`src/adcsq_timer.sv`:
```
// package of shared constants and the cycle timer used by the conversion sequencer
package adcsq_pkg;
  // register port shape
  localparam int ADDR_W = 5;
  localparam int DATA_W = 16;

  // register offsets (byte addresses)
  localparam logic [ADDR_W-1:0] OFS_CONTROL = 5'h00;
  localparam logic [ADDR_W-1:0] OFS_CFG_ONE = 5'h04;
  localparam logic [ADDR_W-1:0] OFS_CFG_TWO = 5'h08;
  localparam logic [ADDR_W-1:0] OFS_RES_ONE = 5'h0c;
  localparam logic [ADDR_W-1:0] OFS_RES_TWO = 5'h10;
  localparam logic [ADDR_W-1:0] OFS_OTP     = 5'h14;

  // conv_control_reg fields
  localparam int CTL_ENABLE_BIT     = 0;
  localparam int CTL_CONFIGURED_BIT = 1;
  localparam int CTL_RES_BIT        = 2;
  localparam int CTL_BUSY_BIT       = 3;
  // one-time configuration register field
  localparam int OTP_RES_BIT = 0;

  // channel_config_reg fields
  localparam int CFG_SEL_LSB    = 0;
  localparam int SEL_W          = 5;
  localparam int CFG_SAMP_LSB   = 5;
  localparam int SAMP_W         = 3;
  localparam int CFG_TRIG_BIT   = 8;
  localparam int CFG_REPEAT_BIT = 9;

  // channel_result_reg fields
  localparam int RES_W        = 9;
  localparam int RES_DONE_BIT = 15;

  // reset values
  localparam logic [SEL_W-1:0]  SEL_RESET  = 5'h00;
  localparam logic [SAMP_W-1:0] SAMP_RESET = 3'h0;
  localparam logic [RES_W-1:0]  RES_RESET  = 9'h000;

  // timing, clock period in ns
  localparam int CLK_PERIOD_NS = 10;
  localparam int CONV8_NS      = 5500;
  localparam int CONV9_NS      = 10000;
  localparam int SAMP8_MIN_CYC = 16;
  localparam int SAMP9_MIN_CYC = 32;
  localparam int TIMER_W       = 13;
  // conversion phase after sampling; a longest time rounds down
  localparam logic [TIMER_W-1:0] CONV8_CYC = TIMER_W'(CONV8_NS / CLK_PERIOD_NS - SAMP8_MIN_CYC);
  localparam logic [TIMER_W-1:0] CONV9_CYC = TIMER_W'(CONV9_NS / CLK_PERIOD_NS - SAMP9_MIN_CYC);
  localparam logic [TIMER_W-1:0] TIMER_LAST = 13'h0001;

  // sequencer states, gray along idle-sample-convert
  typedef enum logic [1:0] {
    ST_IDLE    = 2'b00,
    ST_SAMPLE  = 2'b01,
    ST_CONVERT = 2'b11
  } adcsq_state_type;
endpackage

`timescale 1ns/100ps

module adcsq_timer
  import adcsq_pkg::*;
(
  input  wire logic               clk,      // system clock
  input  wire logic               srst,     // synchronous reset
  input  wire logic               load,     // start a new interval
  input  wire logic [TIMER_W-1:0] load_val, // interval length in cycles
  input  wire logic               abort,    // stop without expiring
  output logic                    expired   // one-cycle pulse at interval end
);
  logic [TIMER_W-1:0] cnt_r;
  logic [TIMER_W-1:0] cnt_nxt;
  logic               expired_r;
  logic               expired_nxt;

  // count down, abort wins over load
  always_comb
  begin
    cnt_nxt     = cnt_r;
    expired_nxt = 1'b0;
    if (abort)
      cnt_nxt = '0;
    else if (load)
      cnt_nxt = load_val;
    else if (cnt_r != '0)
    begin
      cnt_nxt     = cnt_r - TIMER_LAST;
      expired_nxt = (cnt_r == TIMER_LAST);
    end
  end

  // register the counter
  always_ff @(posedge clk)
  begin
    if (srst)
    begin
      cnt_r     <= '0;
      expired_r <= 1'b0;
    end
    else
    begin
      cnt_r     <= cnt_nxt;
      expired_r <= expired_nxt;
    end
  end

  assign expired = expired_r;
endmodule

```
`src/adcsq_sequencer.sv`:
```
// two-channel conversion request sequencer with its register file
//
// The implementer's own choices: the address map and the strobed register port.
`timescale 1ns/100ps

module adcsq_sequencer
  import adcsq_pkg::*;
(
  input  wire logic              CLOCK,           // system clock, 100 MHz
  input  wire logic              SRST,            // synchronous reset, active high
  input  wire logic [ADDR_W-1:0] ADDR,            // register address
  input  wire logic [DATA_W-1:0] WDATA,           // register write data
  input  wire logic              WR,              // write strobe
  input  wire logic              RD,              // read strobe
  output logic      [DATA_W-1:0] RDATA,           // read data, cycle after RD
  input  wire logic [RES_W-1:0]  CORE_RESULT,     // word from the analog core
  output logic      [SEL_W-1:0]  MUX_SELECT,      // analog multiplexer select
  output logic                   SAMPLE_HOLD,     // sample phase active
  output logic                   CONVERT_ACTIVE,  // conversion phase active
  output logic                   RESOLUTION_NINE  // core runs at 9 bits
);
  logic enable_r;
  logic enable_nxt;
  logic configured_r;
  logic configured_nxt;
  logic res_nine_r;
  logic res_nine_nxt;
  logic run_ok;

  logic wr_ctl;
  logic wr_otp;
  logic [1:0] wr_cfg;

  adcsq_state_type state_r;
  adcsq_state_type state_nxt;
  logic cur_r;
  logic cur_nxt;
  logic pick;
  logic [1:0] finish;
  logic tmr_load;
  logic [TIMER_W-1:0] tmr_val;
  logic tmr_abort;
  logic tmr_expired;

  logic [SEL_W-1:0]   sel_q  [2];
  logic [SAMP_W-1:0]  samp_q [2];
  logic [RES_W-1:0]   res_q  [2];
  logic [TIMER_W-1:0] samp_cyc [2];
  logic [1:0] repeat_q;
  logic [1:0] pend_q;
  logic [1:0] done_q;

  logic [DATA_W-1:0] rdata_r;
  logic [DATA_W-1:0] rdata_nxt;
  logic [SEL_W-1:0]  mux_r;
  logic [SEL_W-1:0]  mux_nxt;
  logic sample_r;
  logic convert_r;

  // sample length in cycles for a code and resolution
  function automatic logic [TIMER_W-1:0] sample_cycles(input logic [SAMP_W-1:0] code, input logic nine);
    logic [TIMER_W-1:0] base;
    base = nine ? TIMER_W'(SAMP9_MIN_CYC) : TIMER_W'(SAMP8_MIN_CYC);
    return base << code;
  endfunction

  // write address decode
  always_comb
  begin
    wr_ctl = 1'b0;
    wr_otp = 1'b0;
    wr_cfg = 2'b00;
    if (WR)
    begin
      if (ADDR == OFS_CONTROL)
        wr_ctl = 1'b1;
      else if (ADDR == OFS_OTP)
        wr_otp = 1'b1;
      else if (ADDR == OFS_CFG_ONE)
        wr_cfg[0] = 1'b1;
      else if (ADDR == OFS_CFG_TWO)
        wr_cfg[1] = 1'b1;
    end
  end

  // global control: enable and one-time resolution
  always_comb
  begin
    enable_nxt     = wr_ctl ? WDATA[CTL_ENABLE_BIT] : enable_r;
    configured_nxt = configured_r | wr_otp;
    res_nine_nxt   = res_nine_r;
    if (wr_otp && !configured_r)
      res_nine_nxt = WDATA[OTP_RES_BIT];
  end

  assign run_ok = enable_r & configured_r;

  always_ff @(posedge CLOCK)
  begin
    if (SRST)
    begin
      enable_r     <= 1'b0;
      configured_r <= 1'b0;
      res_nine_r   <= 1'b0;
    end
    else
    begin
      enable_r     <= enable_nxt;
      configured_r <= configured_nxt;
      res_nine_r   <= res_nine_nxt;
    end
  end

  // per-channel request, flag and result state
  genvar gi;
  generate
    for (gi = 0; gi < 2; gi++)
    begin : g_chan
      logic [SEL_W-1:0]  sel_r;
      logic [SEL_W-1:0]  sel_nxt;
      logic [SAMP_W-1:0] samp_r;
      logic [SAMP_W-1:0] samp_nxt;
      logic [RES_W-1:0]  res_r;
      logic [RES_W-1:0]  res_nxt;
      logic repeat_r;
      logic repeat_nxt;
      logic pend_r;
      logic pend_nxt;
      logic done_r;
      logic done_nxt;

      always_comb
      begin
        sel_nxt    = sel_r;
        samp_nxt   = samp_r;
        repeat_nxt = repeat_r;
        pend_nxt   = pend_r;
        done_nxt   = done_r;
        res_nxt    = res_r;
        if (wr_cfg[gi])
        begin
          // host keeps these fixed while repeating
          sel_nxt    = WDATA[CFG_SEL_LSB +: SEL_W];
          samp_nxt   = WDATA[CFG_SAMP_LSB +: SAMP_W];
          repeat_nxt = WDATA[CFG_REPEAT_BIT];
          if (!pend_r && (WDATA[CFG_TRIG_BIT] || WDATA[CFG_REPEAT_BIT]))
          begin
            pend_nxt = 1'b1;
            done_nxt = 1'b0;
          end
        end
        if (finish[gi])
        begin
          // nine-bit word, low bit zero at 8 bits
          res_nxt  = res_nine_r ? CORE_RESULT : {CORE_RESULT[RES_W-1:1], 1'b0};
          done_nxt = 1'b1;
          pend_nxt = repeat_r;
        end
      end

      always_ff @(posedge CLOCK)
      begin
        if (SRST)
        begin
          sel_r    <= SEL_RESET;
          samp_r   <= SAMP_RESET;
          res_r    <= RES_RESET;
          repeat_r <= 1'b0;
          pend_r   <= 1'b0;
          done_r   <= 1'b0;
        end
        else
        begin
          sel_r    <= sel_nxt;
          samp_r   <= samp_nxt;
          res_r    <= res_nxt;
          repeat_r <= repeat_nxt;
          pend_r   <= pend_nxt;
          done_r   <= done_nxt;
        end
      end

      assign sel_q[gi]    = sel_r;
      assign samp_q[gi]   = samp_r;
      assign res_q[gi]    = res_r;
      assign repeat_q[gi] = repeat_r;
      assign pend_q[gi]   = pend_r;
      assign done_q[gi]   = done_r;
      assign samp_cyc[gi] = sample_cycles(samp_r, res_nine_r);
    end
  endgenerate

  // channel choice when both wait
  always_comb
  begin
    if (pend_q == 2'b11)
    begin
      pick = (repeat_q != 2'b00) ? ~cur_r : 1'b0;
    end
    else
      pick = pend_q[1];
  end

  // sequencer next state
  always_comb
  begin
    state_nxt = state_r;
    cur_nxt   = cur_r;
    finish    = 2'b00;
    tmr_load  = 1'b0;
    tmr_val   = '0;
    tmr_abort = 1'b0;
    case (state_r)
      ST_IDLE:
      begin
        if (run_ok && (pend_q != 2'b00))
        begin
          cur_nxt   = pick;
          tmr_load  = 1'b1;
          tmr_val   = samp_cyc[pick];
          state_nxt = ST_SAMPLE;
        end
      end
      ST_SAMPLE:
      begin
        if (!run_ok)
        begin
          tmr_abort = 1'b1;
          state_nxt = ST_IDLE;
        end
        else if (tmr_expired)
        begin
          tmr_load  = 1'b1;
          tmr_val   = res_nine_r ? CONV9_CYC : CONV8_CYC;
          state_nxt = ST_CONVERT;
        end
      end
      ST_CONVERT:
      begin
        if (!run_ok)
        begin
          tmr_abort = 1'b1;
          state_nxt = ST_IDLE;
        end
        else if (tmr_expired)
        begin
          finish[cur_r] = 1'b1;
          state_nxt     = ST_IDLE;
        end
      end
      default:
        state_nxt = ST_IDLE;
    endcase
  end

  adcsq_timer u_timer (
    .clk      (CLOCK),
    .srst     (SRST),
    .load     (tmr_load),
    .load_val (tmr_val),
    .abort    (tmr_abort),
    .expired  (tmr_expired)
  );

  // read data and pin drives
  always_comb
  begin
    rdata_nxt = '0;
    if (RD)
    begin
      if (ADDR == OFS_CONTROL)
      begin
        rdata_nxt[CTL_ENABLE_BIT]     = enable_r;
        rdata_nxt[CTL_CONFIGURED_BIT] = configured_r;
        rdata_nxt[CTL_RES_BIT]        = res_nine_r;
        rdata_nxt[CTL_BUSY_BIT]       = (state_r != ST_IDLE);
      end
      else if (ADDR == OFS_OTP)
        rdata_nxt[OTP_RES_BIT] = res_nine_r;
      else if (ADDR == OFS_CFG_ONE || ADDR == OFS_CFG_TWO)
      begin
        rdata_nxt[CFG_SEL_LSB +: SEL_W]   = sel_q[ADDR == OFS_CFG_TWO];
        rdata_nxt[CFG_SAMP_LSB +: SAMP_W] = samp_q[ADDR == OFS_CFG_TWO];
        rdata_nxt[CFG_REPEAT_BIT]         = repeat_q[ADDR == OFS_CFG_TWO];
      end
      else if (ADDR == OFS_RES_ONE || ADDR == OFS_RES_TWO)
      begin
        rdata_nxt[RES_W-1:0]   = res_q[ADDR == OFS_RES_TWO];
        rdata_nxt[RES_DONE_BIT] = done_q[ADDR == OFS_RES_TWO];
      end
    end
    mux_nxt = (state_nxt != ST_IDLE) ? sel_q[cur_nxt] : mux_r;
  end

  // register state and outputs
  always_ff @(posedge CLOCK)
  begin
    if (SRST)
    begin
      state_r   <= ST_IDLE;
      cur_r     <= 1'b1;
      rdata_r   <= '0;
      mux_r     <= SEL_RESET;
      sample_r  <= 1'b0;
      convert_r <= 1'b0;
    end
    else
    begin
      state_r   <= state_nxt;
      cur_r     <= cur_nxt;
      rdata_r   <= rdata_nxt;
      mux_r     <= mux_nxt;
      sample_r  <= (state_nxt == ST_SAMPLE);
      convert_r <= (state_nxt == ST_CONVERT);
    end
  end

  assign RDATA           = rdata_r;
  assign MUX_SELECT      = mux_r;
  assign SAMPLE_HOLD     = sample_r;
  assign CONVERT_ACTIVE  = convert_r;
  assign RESOLUTION_NINE = res_nine_r;
endmodule

```
`config.mk`:
```
export PLATFORM = sky130hd
export DESIGN_NAME = adcsq_sequencer
export DESIGN_NICKNAME = d
export VERILOG_FILES = /design/src/adcsq_timer.sv /design/src/adcsq_sequencer.sv
export SDC_FILE = /design/constraint.sdc
export NUM_CORES = 1
export LEC_CHECK = 0
export ABC_AREA = 1
export BUFFER_PORTS_ARGS = -buffer_cell sky130_fd_sc_hd__clkbuf_2
export CORE_MARGIN = 2
export CORE_UTILIZATION = 45
export CTS_CLUSTER_SIZE = 16
export DETAILED_ROUTE_END_ITERATION = 8
export PLACE_DENSITY = 0.62
export SYNTH_ARGS = -nofsm -noshare
export SYNTH_HDL_FRONTEND = slang
export SYNTH_SLANG_ARGS = --single-unit
```
`constraint.sdc`:
```
create_clock -name CLOCK -period 1.6 [get_ports CLOCK]
set_input_delay 0.4 -clock CLOCK [delete_from_list [all_inputs] [get_ports CLOCK]]
set_output_delay 0.4 -clock CLOCK [all_outputs]
set_load 0.01 [all_outputs]
```
# Yosys cells after proc, flatten, opt, wreduce, memory -nomap -nowiden
# Index checks and enable logic that the tools add are counted.
[word_totals] elab_cells=171 output_inout_bits=24 register_bits=83 inputBits=34
[classes] n_eq_ne=11 magnitude_cmp=8 bitwise_logic=11 n_mux=79 addsub=1 n_reduce_logical=32 shifts=2
[op_table] operator="two-way mux 13 bit" count=6
[op_table] operator="two-way mux 9 bit" count=6
[op_table] operator="two-way mux 1 bit" count=38
[op_table] operator="two-way mux 5 bit" count=6
[op_table] operator="case mux 13 bit (2 select lines)" count=1
[op_table] operator="two-way mux 2 bit" count=11
[op_table] operator="two-way mux 10 bit" count=2
[op_table] operator="nonzero test 2 bit" count=9
[op_table] operator="equality test 13 x 1 -> 1 bit, second input constant" count=1
[op_table] operator="nonzero test 13 bit" count=1
[op_table] operator="<< shifter 13 x 3 -> 13 bit" count=1
[op_table] operator="<< shifter 6 x 3 -> 13 bit" count=1
[op_table] operator="subtractor 13 x 1 -> 13 bit, second input constant" count=1
[op_table] operator="equality test 5 x 4 -> 1 bit, second input constant" count=2
[op_table] operator="equality test 5 bit, second input constant" count=2
[op_table] operator="two-way mux 3 bit" count=3
[op_table] operator=">= comparator 2 bit, second input constant" count=4
[op_table] operator="two-way mux 8 bit" count=1
[op_table] operator="inverter 1 -> 2 bit" count=4
[op_table] operator="OR reduction 4 bit" count=2
[op_table] operator="equality test 2 bit, second input constant" count=3
[op_table] operator="less-than comparator 1 x 2 -> 1 bit, second input constant" count=3
[op_table] operator="two-way mux 6 bit" count=1
[op_table] operator="case mux 2 bit (3 select lines)" count=1
[op_table] operator="other kinds (18)" count=34

# Longest topological paths before layout
# Gate-level depths: netlist of run 1.
[logic_depth] depth_word=10 depth_mapped=11 ltp_nobuf=10

# Cells and area by module
# Synthesis of run 1 repeated with hierarchy kept, for this count alone.
[unflattened] hier_cells=568 hier_area_um2=4007.6
[by_module_without_submodules] module="adcsq_sequencer" area_each_um2=3115.5 n_inst=1 seq_area_each_um2=1281.2 cells_each=441
[by_module_without_submodules] module="adcsq_timer" area_each_um2=892.1 n_inst=1 seq_area_each_um2=280.3 cells_each=127

# Worst setup path before layout of run 1
# OpenSTA, ideal clock, no wires.
[synth_path] kind="flip-flop to flip-flop" start="register res_nine_r, in the netlist RESOLUTION_NINE" end="register u_timer.cnt_r[9]" setup_ns=0.115 path_slack_ns=0.131 period_less_slack_ns=1.469 n_path_buf=0 t_required_ns=1.485 arrival_time_ns=1.355 stages_incl_launch_ff=11 path_cell_list="dfxtp_1 inv_1 ha_1 nand2_1 nor2_1 nand3_1 nand3_1 nand2_1 inv_1 nor2_1 nor2_1"
[synth_via] elab_chain_cells=8 elab_cells_between_ends=9 classes_between="shift (2); mux (7)"
[synth_lines] element="start, declared" line_no="adcsq_sequencer.sv:26" rtl="logic res_nine_r;"
[synth_lines] element="start signal, assigned" line_no="adcsq_sequencer.sv:110" rtl="res_nine_r <= res_nine_nxt;"
[synth_lines] element="two-way mux 6 bit (*)" line_no="adcsq_sequencer.sv:63" rtl="base = nine ? TIMER_W'(SAMP9_MIN_CYC) : TIMER_W'(SAMP8_MIN_CYC);"
[synth_lines] element="<< shifter 6 x 3 -> 13 bit / << shifter 13 x 3 -> 13 bit (equally long branches)" line_no="adcsq_sequencer.sv:64" rtl="return base << code;"
[synth_lines] element="two-way mux 13 bit (not written as such) (*) (3 in series)" line_no="adcsq_sequencer.sv:220" rtl="tmr_val = samp_cyc[pick];"
[synth_lines] element="two-way mux 13 bit (*)" line_no="adcsq_sequencer.sv:216" rtl="if (run_ok && (pend_q != 2'b00))"
[synth_lines] element="case mux 13 bit (2 select lines) (*)" line_no="adcsq_sequencer.sv:213" rtl="case (state_r)"
[synth_lines] element="two-way mux 13 bit (*)" line_no="adcsq_timer.sv:84" rtl="else if (load)"
[synth_lines] element="end signal, assigned" line_no="adcsq_timer.sv:103" rtl="cnt_r <= cnt_nxt;"
[synth_lines] element="end, declared" line_no="adcsq_timer.sv:72" rtl="logic [TIMER_W-1:0] cnt_r;"
# Mark *: on every way between the ends. The rest lies on a longest branch, timed or not. The select of a mux whose other input is x is not followed.
# A chain may end at the register's enable or synchronous reset.

# Final worst setup path of run 1
[layout_path] start="register u_timer.cnt_r[0]" end="register u_timer.cnt_r[10]"
[layout_via] elab_chain_cells=3 elab_cells_between_ends=5 classes_between="add/sub (1); mux (2); reduce/logical (2)"
[layout_lines] element="subtractor 13 x 1 -> 13 bit" line_no="adcsq_timer.sv:88" rtl="cnt_nxt = cnt_r - TIMER_LAST;"
[layout_lines] element="two-way mux 13 bit" line_no="adcsq_timer.sv:86" rtl="else if (cnt_r != '0)"
[layout_lines] element="two-way mux 13 bit" line_no="adcsq_timer.sv:84"
# Several ways; a longest one is shown, not always the timed one. The select of a mux whose other input is x is not followed.

==> results.md, run 1 <==
* Status: complete, no violations
* Sw frac at 0.3667
* Post-route DRC at 0
* Drt pass-1 iters at 4
* Largest net degree at the start of global routing at 39
* Antenna Cells at 0
* Root Buffer: clkbuf_8
* Leak at between 2 and 2.5 nW
* Worst Path Required at 1.85 ns
* Final setup vio count at 0
* Final setup TNS at 0 ns
* Syn_area_per_cell at a little under 7 sq um
* Minimum clock period at 1.461 ns
* Clock skew at ~0.012 ns
* Initial antenna violation count at 0
* Post-CTS sizing at 0
* Gr usage total at 0.2115
* Maximum vdd drop at between 400 and 500 uV
* Layout area overhead at 14.34%
* FP Rows at 34
* Clock Tree Buf Depth at 2
* Fmax at about 700 MHz
* Setup CP Type: flip-flop to flip-flop
* Cell internal pwr at roughly 0.0033 W
* Routed length per instance at roughly 13 um
* Register share of total power at 0.424
* Via count at about 4,000
* I/O pins at 58
* Routed WL at around 10 mm
* Gate count of the mapped netlist at 595
* Max_cap viols at 0
* GRT Residual Overflow at 0
* Met1 usage at 0.2819
* Number of fill cells at 923
* Clock power frac at 0.261
* H-tree levels at 3
* Distinct cells, synth at 42
* Sw power at just under 0.002 W
* Clock Pin Slew Worst Setup and Hold Paths at about 0.09 ns
* Crit path DAT at 1.71 ns
* Mapped Area at 4074 sq um
* Synth Register Bits at between 70 and 80
* Drt via density at around 5.1
* Pre-CTS WS at just under 0.006 ns
* Clock sinks at ~80
* Final Hold Violating Endpoints at 0
* Floorplan core area at about 8800 sq um
* Worst setup SP type: flip-flop
* Vias in the first global route at around 3,800
* Grt met2 use at 0.3555
* Worst-Skew Late Latency at between 0.3 and 0.4 ns
* Nets at about 700
* Share of layout cells above drive strength 1 at 0.1958
* Hold crit path type: input pin to flip-flop
* Starting density of the core at 0.4649
* Port bufs at between 40 and 50
* RSZ-0062 raised after global routing: false
* Syn. warnings at 0
* First-pass GRT wire length at 16.95 mm
* Die width at between 90 and 100 um
* Endpoint class of the critical path: flip-flop
* DRT iter0 DRCs at 157
* Dpl hpwl at approximately 7.6 mm
* ANT nets after route at 0
* Die ar. at around 10000 sq um
* Gate power share at 0.315
* CTS tree: built
* Met3 layer usage reported by global route at 0.03092
* Post-synthesis sequential area ratio at 0.3833
* Pins over their slew limit at 0
* GRT busiest layer: met2
* Fin crit share at 0.9132
* Hold_buf cts at 0
* Num CTS Buffers at 9
* Post-CTS Setup Inserts at 0
* Crit-path max FO at 10
* Setup ws final at 0.1389 ns
* Power density cells at around 1100 nW/um^2
* Final GP Congestion at ~0.89
* Die H at 99.15 um
## routing by layer
layer,routed length [um],share of wire,vias to the layer above
met3,372,0.037,11
met2,4681,0.47,78
met4,106,0.011,0
li1,-,-,2016
met5,0,0,-
met1,4813,0.48,1783
## cell families after synthesis
logic type | after synthesis | synth area share
and+or+nand+nor | 298 | 0.3311
xor gates and xnor gates | 2 | 0.004301
AOI/OAI and AO/OA | 112 | 0.1520
DFF | 78 | 0.3833
buffers and inverters | 97 | 0.1069
other | 1 | 0.0009205
adders and majority gates | 7 | 0.02150
## registers in the layout, indices dropped and copies added, names as in the netlist, 2 cells and up
name / flops
g_chan.res_r: 18
g_chan.pend_r: 2
RDATA: 11
g_chan.done_r: 2
g_chan.repeat_r: 2
u_timer.cnt_r: 13
g_chan.sel_r: 10
MUX_SELECT: 5
state_r: 2
g_chan.samp_r: 6
## metrics by stage
stage          instance area, sq um  total power [W]    util  hold WS (ns)  instances
5_1_grt                        4658         0.005672  0.5316        0.2987        767
4_1_cts                        4631         0.005195  0.5284        0.2889        767
3_3_place_gp                   4454         0.003790  0.5083        0.4349        751
2_1_floorplan                  4089         0.003461       -        0.4245        599
3_5_place_dp                   4454         0.003832  0.5083        0.4418        751
6_report                       4658         0.005243  0.5316        0.2870        767
## cell usage after synthesis (all sizes together)
cell	count	share of area
a211oi	6	0.017
a21oi	37	0.045
a31oi	3	0.0046
buf	19	0.034
clkbuf	3	0.0031
clkinv	5	0.0049
conb	1	0.00092
dfxtp	78	0.38
ha	7	0.021
inv	70	0.065
nand2	150	0.15
nand3	60	0.084
nand4	2	0.0031
nor2	78	0.081
nor3	4	0.0074
nor4	2	0.0046
o211ai	2	0.0037
o21a	1	0.0018
o21ai	61	0.076
o22ai	1	0.0015
o31ai	1	0.0018
or2	2	0.0031
xor2	2	0.0043
## cell usage in the layout (no fill, tap or decap), drive strengths merged, types with 3 or more instances in the layout
| cell type | instances |
|---|---|
| o21ai | 61 |
| nand3 | 60 |
| nand2 | 150 |
| inv | 71 |
| clkinvlp | 3 |
| ha | 7 |
| clkbuf | 58 |
| a211oi | 6 |
| conb | 5 |
| dfxtp | 78 |
| a31oi | 3 |
| a21oi | 37 |
| nor2 | 78 |
| buf | 20 |
| nor3 | 4 |
| clkinv | 5 |
## critical path: stages (launching register included)
cell and delay (ns):
dfxtp_1 0.33, inv_2 0.11, ha_1 0.16, nand2_1 0.06
nor2_1 0.13, nand3_2 0.12, nor2_4 0.18, inv_4 0.08
nand2_2 0.13, nor2_1 0.07
## worst paths after layout
check / startpoint / endpoint / slack (ns) / cells past startpoint
hold / removal: CORE_RESULT[4] / g_chan[1].res_r[4] / 0.29 / 3
setup reg to reg: u_timer.cnt_r[0] / u_timer.cnt_r[10] / 0.14 / 9
hold reg to reg: g_chan[0].res_r[3] / g_chan[0].res_r[3] / 0.46 / 2
setup / recovery: u_timer.cnt_r[0] / u_timer.cnt_r[10] / 0.14 / 9
## power by group through the flow
stage          sequential [W]  combinational, W  clock, W
3_3_place_gp          0.00226           0.00153         0
2_1_floorplan         0.00223           0.00123         0
6_report              0.00222           0.00165   0.00137
4_1_cts               0.00222           0.00158   0.00139
5_1_grt               0.00225           0.00194   0.00148
3_5_place_dp          0.00226           0.00157         0
## final cells by class
type | instances | area (sq um) | share of cell area
clock inverter | 4 | 31.28 | 0.006715
inverter | 75 | 285.3 | 0.06124
timing repair buffer | 66 | 380.4 | 0.08165
sequential | 78 | 1564 | 0.3358
tap | 108 | 135.1 | 0.02901
multi-input combinational | 424 | 2117 | 0.4545
clock buffer | 12 | 145.1 | 0.03116
(Power assumes the default switching activity.)
==> run 2, diff against run 1 <==
Settings changed: CTS_BUF_LIST set to sky130_fd_sc_hd__clkbuf_2.
==> results.md, run 2 (synthesized netlist as in run 1, its figures left out) <==
* Status: complete, no violations
* ANT nets after route at 0 (unchanged)
* Root Buffer: clkbuf_2
* Final Hold Violating Endpoints at 0 (unchanged)
* Die H at 99.15 um (unchanged)
* Vias in the first global route at 3,788 (-0.18%)
* Crit-path max FO at 7 (-3)
* Clock sinks at 78 (unchanged)
* Die width at 99.15 um (unchanged)
* Worst path slowest cell: dfxtp_2
* Hold_buf cts at 0 (unchanged)
* Worst setup SP type: flip-flop
* Biggest register: g_chan.res_r
* Worst-Skew Late Latency at 0.52 ns (+0.17 ns)
* Post-CTS Setup Inserts at 0 (unchanged)
* Design Power at 0.004834 W (-7.8%)
* Clock skew at 0.02952 ns (+0.01766 ns)
* Drt pass-1 iters at 5 (+1)
* Hold crit path type: input pin to flip-flop
* Max_cap viols at 0 (unchanged)
* Nets at 695 (unchanged)
* Dpl hpwl at 7.623 mm (unchanged)
* Die ar. at 9830 sq um (unchanged)
* Starting density of the core at 0.4649 (unchanged)
* Post-route DRC at 0 (unchanged)
* Worst path max stage delay at 0.38 ns (+0.05 ns)
* Number of fill cells at 930 (+0.76%)
* Minimum clock period at 1.557 ns (+0.09629 ns)
* Num CTS Buffers at 9 (unchanged)
* Register area at 1568 sq um (+0.24%)
* Layout area overhead at 12.59%
* Routed WL at 9.943 mm (-0.30%)
* FP Rows at 34 (unchanged)
* Routed length per instance at 12.96 um (-0.30%)
* Leak at 2.156 nW (-1.0%)
* H-tree levels at 3 (unchanged)
* CTS tree: built
* Initial antenna violation count at 0 (unchanged)
* Fmax at 642.1 MHz (-6.2%)
* Fin crit share at 0.9734 (+0.06018)
* I/O pins at 58 (unchanged)
* CP cell instances: buf_6 -> buf_2
* Multi-input gate area at 2125 sq um (+0.35%)
* Endpoint class of the critical path: primary output
* Final std cells w/o fill at 767 (unchanged)
* Setup CP Type: flip-flop to primary output
* Final setup vio count at 0 (unchanged)
* Power density cells at 1054 nW/um^2 (-6.4%)
* Port bufs at 46 (unchanged)
* Worst Path Required at 1.20 ns (-0.65 ns)
* DRT iter0 DRCs at 193 (+23%)
* Final GP Congestion at 0.8901 (unchanged)
* Commonest non-fill, non-tap cell in the layout: nand2_1
* Gr usage total at 0.2099 (-0.001627)
* Largest delay share family, worst path: flip-flops
* Final setup TNS at 0 ns (unchanged)
* Worst path bufs/invs at 2 (unchanged)
* RSZ-0062 raised after global routing: false
* Pins over their slew limit at 0 (unchanged)
* Drt via density at 5.077 (+0.15%)
* Floorplan core area at 8763 sq um (unchanged)
* Antenna Cells at 0 (unchanged)
* Most frequent cells in the layout: nand2_1, dfxtp_1, nor2_1, inv_1, clkbuf_2
* Share of layout cells above drive strength 1 at 0.2033 (+0.007587)
* Crit path DAT at 1.16 ns (-0.55 ns)
* Placed cell count at 751 (unchanged)
* Clock Pin Slew Worst Setup and Hold Paths at 0.22 ns (+0.13 ns)
* Largest net degree at the start of global routing at 39 (unchanged)
* GRT Residual Overflow at 0 (unchanged)
* Clock Tree Buf Depth at 2 (unchanged)
* Maximum vdd drop at 382.1 uV (-15%)
* First-pass GRT wire length at 16.91 mm (-0.25%)
* Max FFs per register at 18 (unchanged)
* Via count at 3,894 (+0.15%)
[run 2: timing repair]
action                                  CTS  global route
endpoints found under the setup margin    2            12
pin swaps                                 0             1
resized for setup                         3            13
[run 2: metrics by stage]
| stage | hold WS, ns | cell area [sq um] | util | setup slack (ns) |
|---|---|---|---|---|
| finish | 0.09914 | 4587 | 0.5234 | 0.04257 |
| global route | 0.07544 | 4587 | 0.5234 | 0.002355 |
| CTS | 0.07506 | 4552 | 0.5194 | 0.01969 |
| detailed placement | 0.4418 | 4454 | 0.5083 | 0.005838 |
| global placement | 0.4349 | 4454 | 0.5083 | 0.004029 |
| floorplan | 0.4245 | 4089 | - | 0.1307 |
[run 2: routing by layer]
layer  wire [um]  GRT usage
met1        4782     0.2802
met2        4677     0.3550
met3         364    0.02670
met4         119    0.06533
met5           0          0
[run 2: worst reg2reg max path: stages (launching register included)]
cell and delay [ns]:
dfxtp_1 0.39, inv_2 0.11, o21ai_2 0.07, nand2_2 0.13
nand2_2 0.17, nand2_4 0.14, nand2_2 0.11, nand2_1 0.08
nand3_1 0.08, nand2_1 0.08, inv_1 0.03
[run 2: cell type report]
type                    instances  area share
multi-input cells             424      0.4632
flip-flops and latches         78      0.3418
repair buffers                 66     0.08374
inverters                      75     0.06219
well taps                     108     0.02946
clock buffers                  11     0.01200
clock inverters                 5    0.007638
[run 2: worst paths after layout]
kind / startpoint / to / slack, ns / cells past startpoint
worst max-delay path: RESOLUTION_NINE / RESOLUTION_NINE / 0.04 / 2
worst min-delay path: CORE_RESULT[4] / g_chan[1].res_r[4] / 0.1 / 3
worst max register to register: cur_r / MUX_SELECT[4] / 0.14 / 10
worst min register to register: g_chan[0].res_r[3] / g_chan[0].res_r[3] / 0.47 / 2
[run 2: power by group]
group / switching (W) / leakage (nW) / internal, W
clock network: 0.000719 / 0.0522 / 0.000216
registers: 0.000128 / 0.633 / 0.00210
logic: 0.00105 / 1.47 / 0.000618
total: 0.00190 / 2.16 / 0.00294
==> run 3, diff against run 2 <==
Settings changed: ABC_AREA 1 to unset, PLACE_DENSITY 0.62 to 0.63.
Clock period 1.6 ns to 1.97 ns, I/O delays scaled along.
==> results.md, run 3 <==
* Status: complete, no violations
* Hold crit path type: input pin to flip-flop
* Setup CP Type: flip-flop to flip-flop
* Starting density of the core at 0.4592 (-0.005717)
* First-pass GRT wire length at 14.21 mm (-16%)
* Die width at 95.10 um (-4.1%)
* Synth Register Bits at 78 (unchanged)
* Minimum clock period at roughly 1.9 ns
* Initial antenna violation count at 0 (unchanged)
* Biggest register: g_chan.res_r
* Worst setup SP type: flip-flop
* Clock Pin Slew Worst Setup and Hold Paths at 0.21 ns (about the same)
* Cell type with the largest total area after synthesis: dfxtp_1
* GRT Residual Overflow at 0 (unchanged)
* Final setup vio count at 0 (unchanged)
* Most frequent cells in the layout: dfxtp_1, nand2_1, clkbuf_2, nor2_1, mux2i_1
* Gr usage total at 0.2018 (-0.008047)
* Syn_area_per_cell at 8.726 sq um (+27%)
* Commonest non-fill, non-tap cell in the layout: dfxtp_1
* Routed length per instance at 14.51 um (+12%)
* Post-synthesis sequential area ratio at 0.4181 (+0.03480)
* Final Hold Violating Endpoints at 0 (unchanged)
* RR Startpoint: u_timer.cnt_r[4]
* Setup ws final at 0.08378 ns (+0.04121 ns)
* Cell with the most instances after synthesis: dfxtp_1
* I/O pins at 58 (unchanged)
* Number of fill cells at 770 (-17%)
* H-tree levels at 3 (unchanged)
* Crit path DAT at 2.33 ns (+1.17 ns)
* RSZ-0062 raised after global routing: true
* Worst Path Required at 2.42 ns (+1.22 ns)
* Endpoint class of the critical path: flip-flop
* Die H at 95.10 um (-4.1%)
* Mapped Area at 3735 sq um (-8.3%)
* Pre-CTS WS at 0.1080 ns (+0.1022 ns)
* Fmax at around 530 MHz
* Worst path slowest cell: or4_4
* Antenna Cells at 0 (unchanged)
* Maximum vdd drop at 397.0 uV (+3.9%)
* Die ar. at 9044 sq um (-8.0%)
* DRT iter0 DRCs at 105 (-46%)
* Routed WL at 8.665 mm (-13%)
* FP Rows at 33 (-2.9%)
* Distinct cells, synth at 57 (+36%)
* CTS tree: built
* Largest delay share family, worst path: simple AND/OR/NAND/NOR gates
* Top cells by area, synth: dfxtp_1, mux2i_1, nand2_1
* Slew @ Worst Pin at between 0.6 and 0.7 ns
* Slew HR at 0.5973
* Gate count of the mapped netlist at 428 (-28%)
* ANT nets after route at 0 (unchanged)
* Share of layout cells above drive strength 1 at 0.1951 (-0.008216)
* CP cell instances: or4_4 -> nor3_4 -> nand3_4 -> o31a_1 -> o21a_1
* R2R setup slack at 0.08 ns (-0.06 ns)
* Worst-Skew Late Latency at 0.53 ns (about the same)
* Hold path startpoint: CORE_RESULT[3]
* Power density cells at 839.0 nW/um^2 (-20%)
* Max_cap viols at 0 (unchanged)
* Number of synthesized flops with an enable pin at 0 (unchanged)
* Floorplan core area at 8134 sq um (-7.2%)
* Layout area overhead at 15.54%
* Syn. warnings at 0 (unchanged)
* Hold_buf cts at 0 (unchanged)
* Leak at 1.837 nW (-15%)
* Worst path bufs/invs at 0 (-2)
* Synth top area share at 0.4181 (+0.03480)
* Design Power at 0.003620 W (-25%)
* Final GP Congestion at 0.8787 (-1.3%)
* Fin crit share at 0.9575
* Pins over their slew limit at 0 (unchanged)
* Top_reg_cell synth: dfxtp_1
* Clock sinks at 78 (unchanged)
* Crit-path max FO at 7 (unchanged)
* Vias in the first global route at 3,044 (-20%)
* Num CTS Buffers at 9 (unchanged)
* Drt pass-1 iters at 4 (-1)
* Port bufs at 46 (unchanged)
* Dpl hpwl at 6.392 mm (-16%)
* Top post-synthesis cells by count: dfxtp_1, nand2_1, nor2_1
* Worst path max stage delay at 0.58 ns (+0.20 ns)
* Nets at 529 (-24%)
* Ys async rst share at 0 (unchanged)
* Root Buffer: clkbuf_2
* Largest net degree at the start of global routing at 28 (-28%)
* Drt via density at 5.345 (+5.3%)
* Max FFs per register at 18 (unchanged)
* Crit path from: u_timer.cnt_r[4]
* Via count at 3,191 (-18%)
* Clock skew at 0.02507 ns (-0.004457 ns)
* Clock Tree Buf Depth at 2 (unchanged)
* Post-route DRC at 0 (unchanged)
## run 3: cell count changes after synthesis, sizes merged, moves of 6 or more
cell / before / now
o21ai: 61 / 9
clkbuf: 3 / 17
o22ai: 1 / 9
nor2: 78 / 42
nand3: 60 / 13
nand2: 150 / 63
xor2: 2 / 8
mux2i: 0 / 41
buf: 19 / 8
nand2b: 0 / 6
nor3b: 0 / 8
nor3: 4 / 10
inv: 70 / 7
## run 3: final cells by class
cell class                 instances  area, sq um  area share
clock buffer                       9        45.04     0.01044
clock inverter                     6        87.58     0.02030
inverter                           7        26.28    0.006089
multi-input combinational        322         2053      0.4758
sequential                        78         1562      0.3618
tap                              105        131.4     0.03044
timing repair buffer              70        410.4     0.09510
## run 3: timing repair
item                                    in CTS  in global routing
resized for setup                            0                  1
endpoints found under the setup margin       0                  1
buffers inserted                             0                  0
## run 3: stage by stage
stage / setup TNS, ns / cell area [sq um] / cells / hold WS [ns] / util
detailed placement: 0 / 4175 / 582 / 0.4465 / 0.5133
global route: -0.005816 / 4315 / 597 / 0.1409 / 0.5305
global placement: 0 / 4175 / 582 / 0.4423 / 0.5133
floorplan: 0 / 3750 / 432 / 0.4357 / -
CTS: 0 / 4308 / 597 / 0.1347 / 0.5296
finish: 0 / 4315 / 597 / 0.1603 / 0.5305
## run 3: kinds of logic after synthesis
family	share of synthesized area
other	0.001004
XOR/XNOR	0.02814
buffers and inverters	0.03819
AO/OA/AOI/OAI	0.1410
adder cells (fa/ha/maj)	0.02345
multiplexers	0.1139
AND/OR/NAND/NOR	0.2362
flip-flops	0.4181
## run 3: final timing paths
check,depth (start not counted),endpoint
worst max-delay path,5,u_timer.cnt_r[1]
worst min-delay path,3,g_chan[1].res_r[3]
worst max register to register,5,u_timer.cnt_r[1]
worst min register to register,2,g_chan[0].res_r[0]
## run 3: routing by layer
metal | part of all wire | vias to the layer above | track usage
met5 | 0 | - | 0
met4 | 0.0098 | 0 | 0.08333
met3 | 0.039 | 11 | 0.03004
met2 | 0.50 | 57 | 0.3439
met1 | 0.45 | 1505 | 0.2545
li1 | - | 1618 | -
## run 3: power by group
part | switching (W) | internal (W)
clock network | 0.000564 | 0.000410
registers | 0.0000948 | 0.00167
logic | 0.000466 | 0.000415
total | 0.00112 | 0.00250
## run 3: tightest hold or removal path, stage by stage
cell,delay (ns)
clkbuf_2,0.09
nand2_1,0.05
a21oi_1,0.05
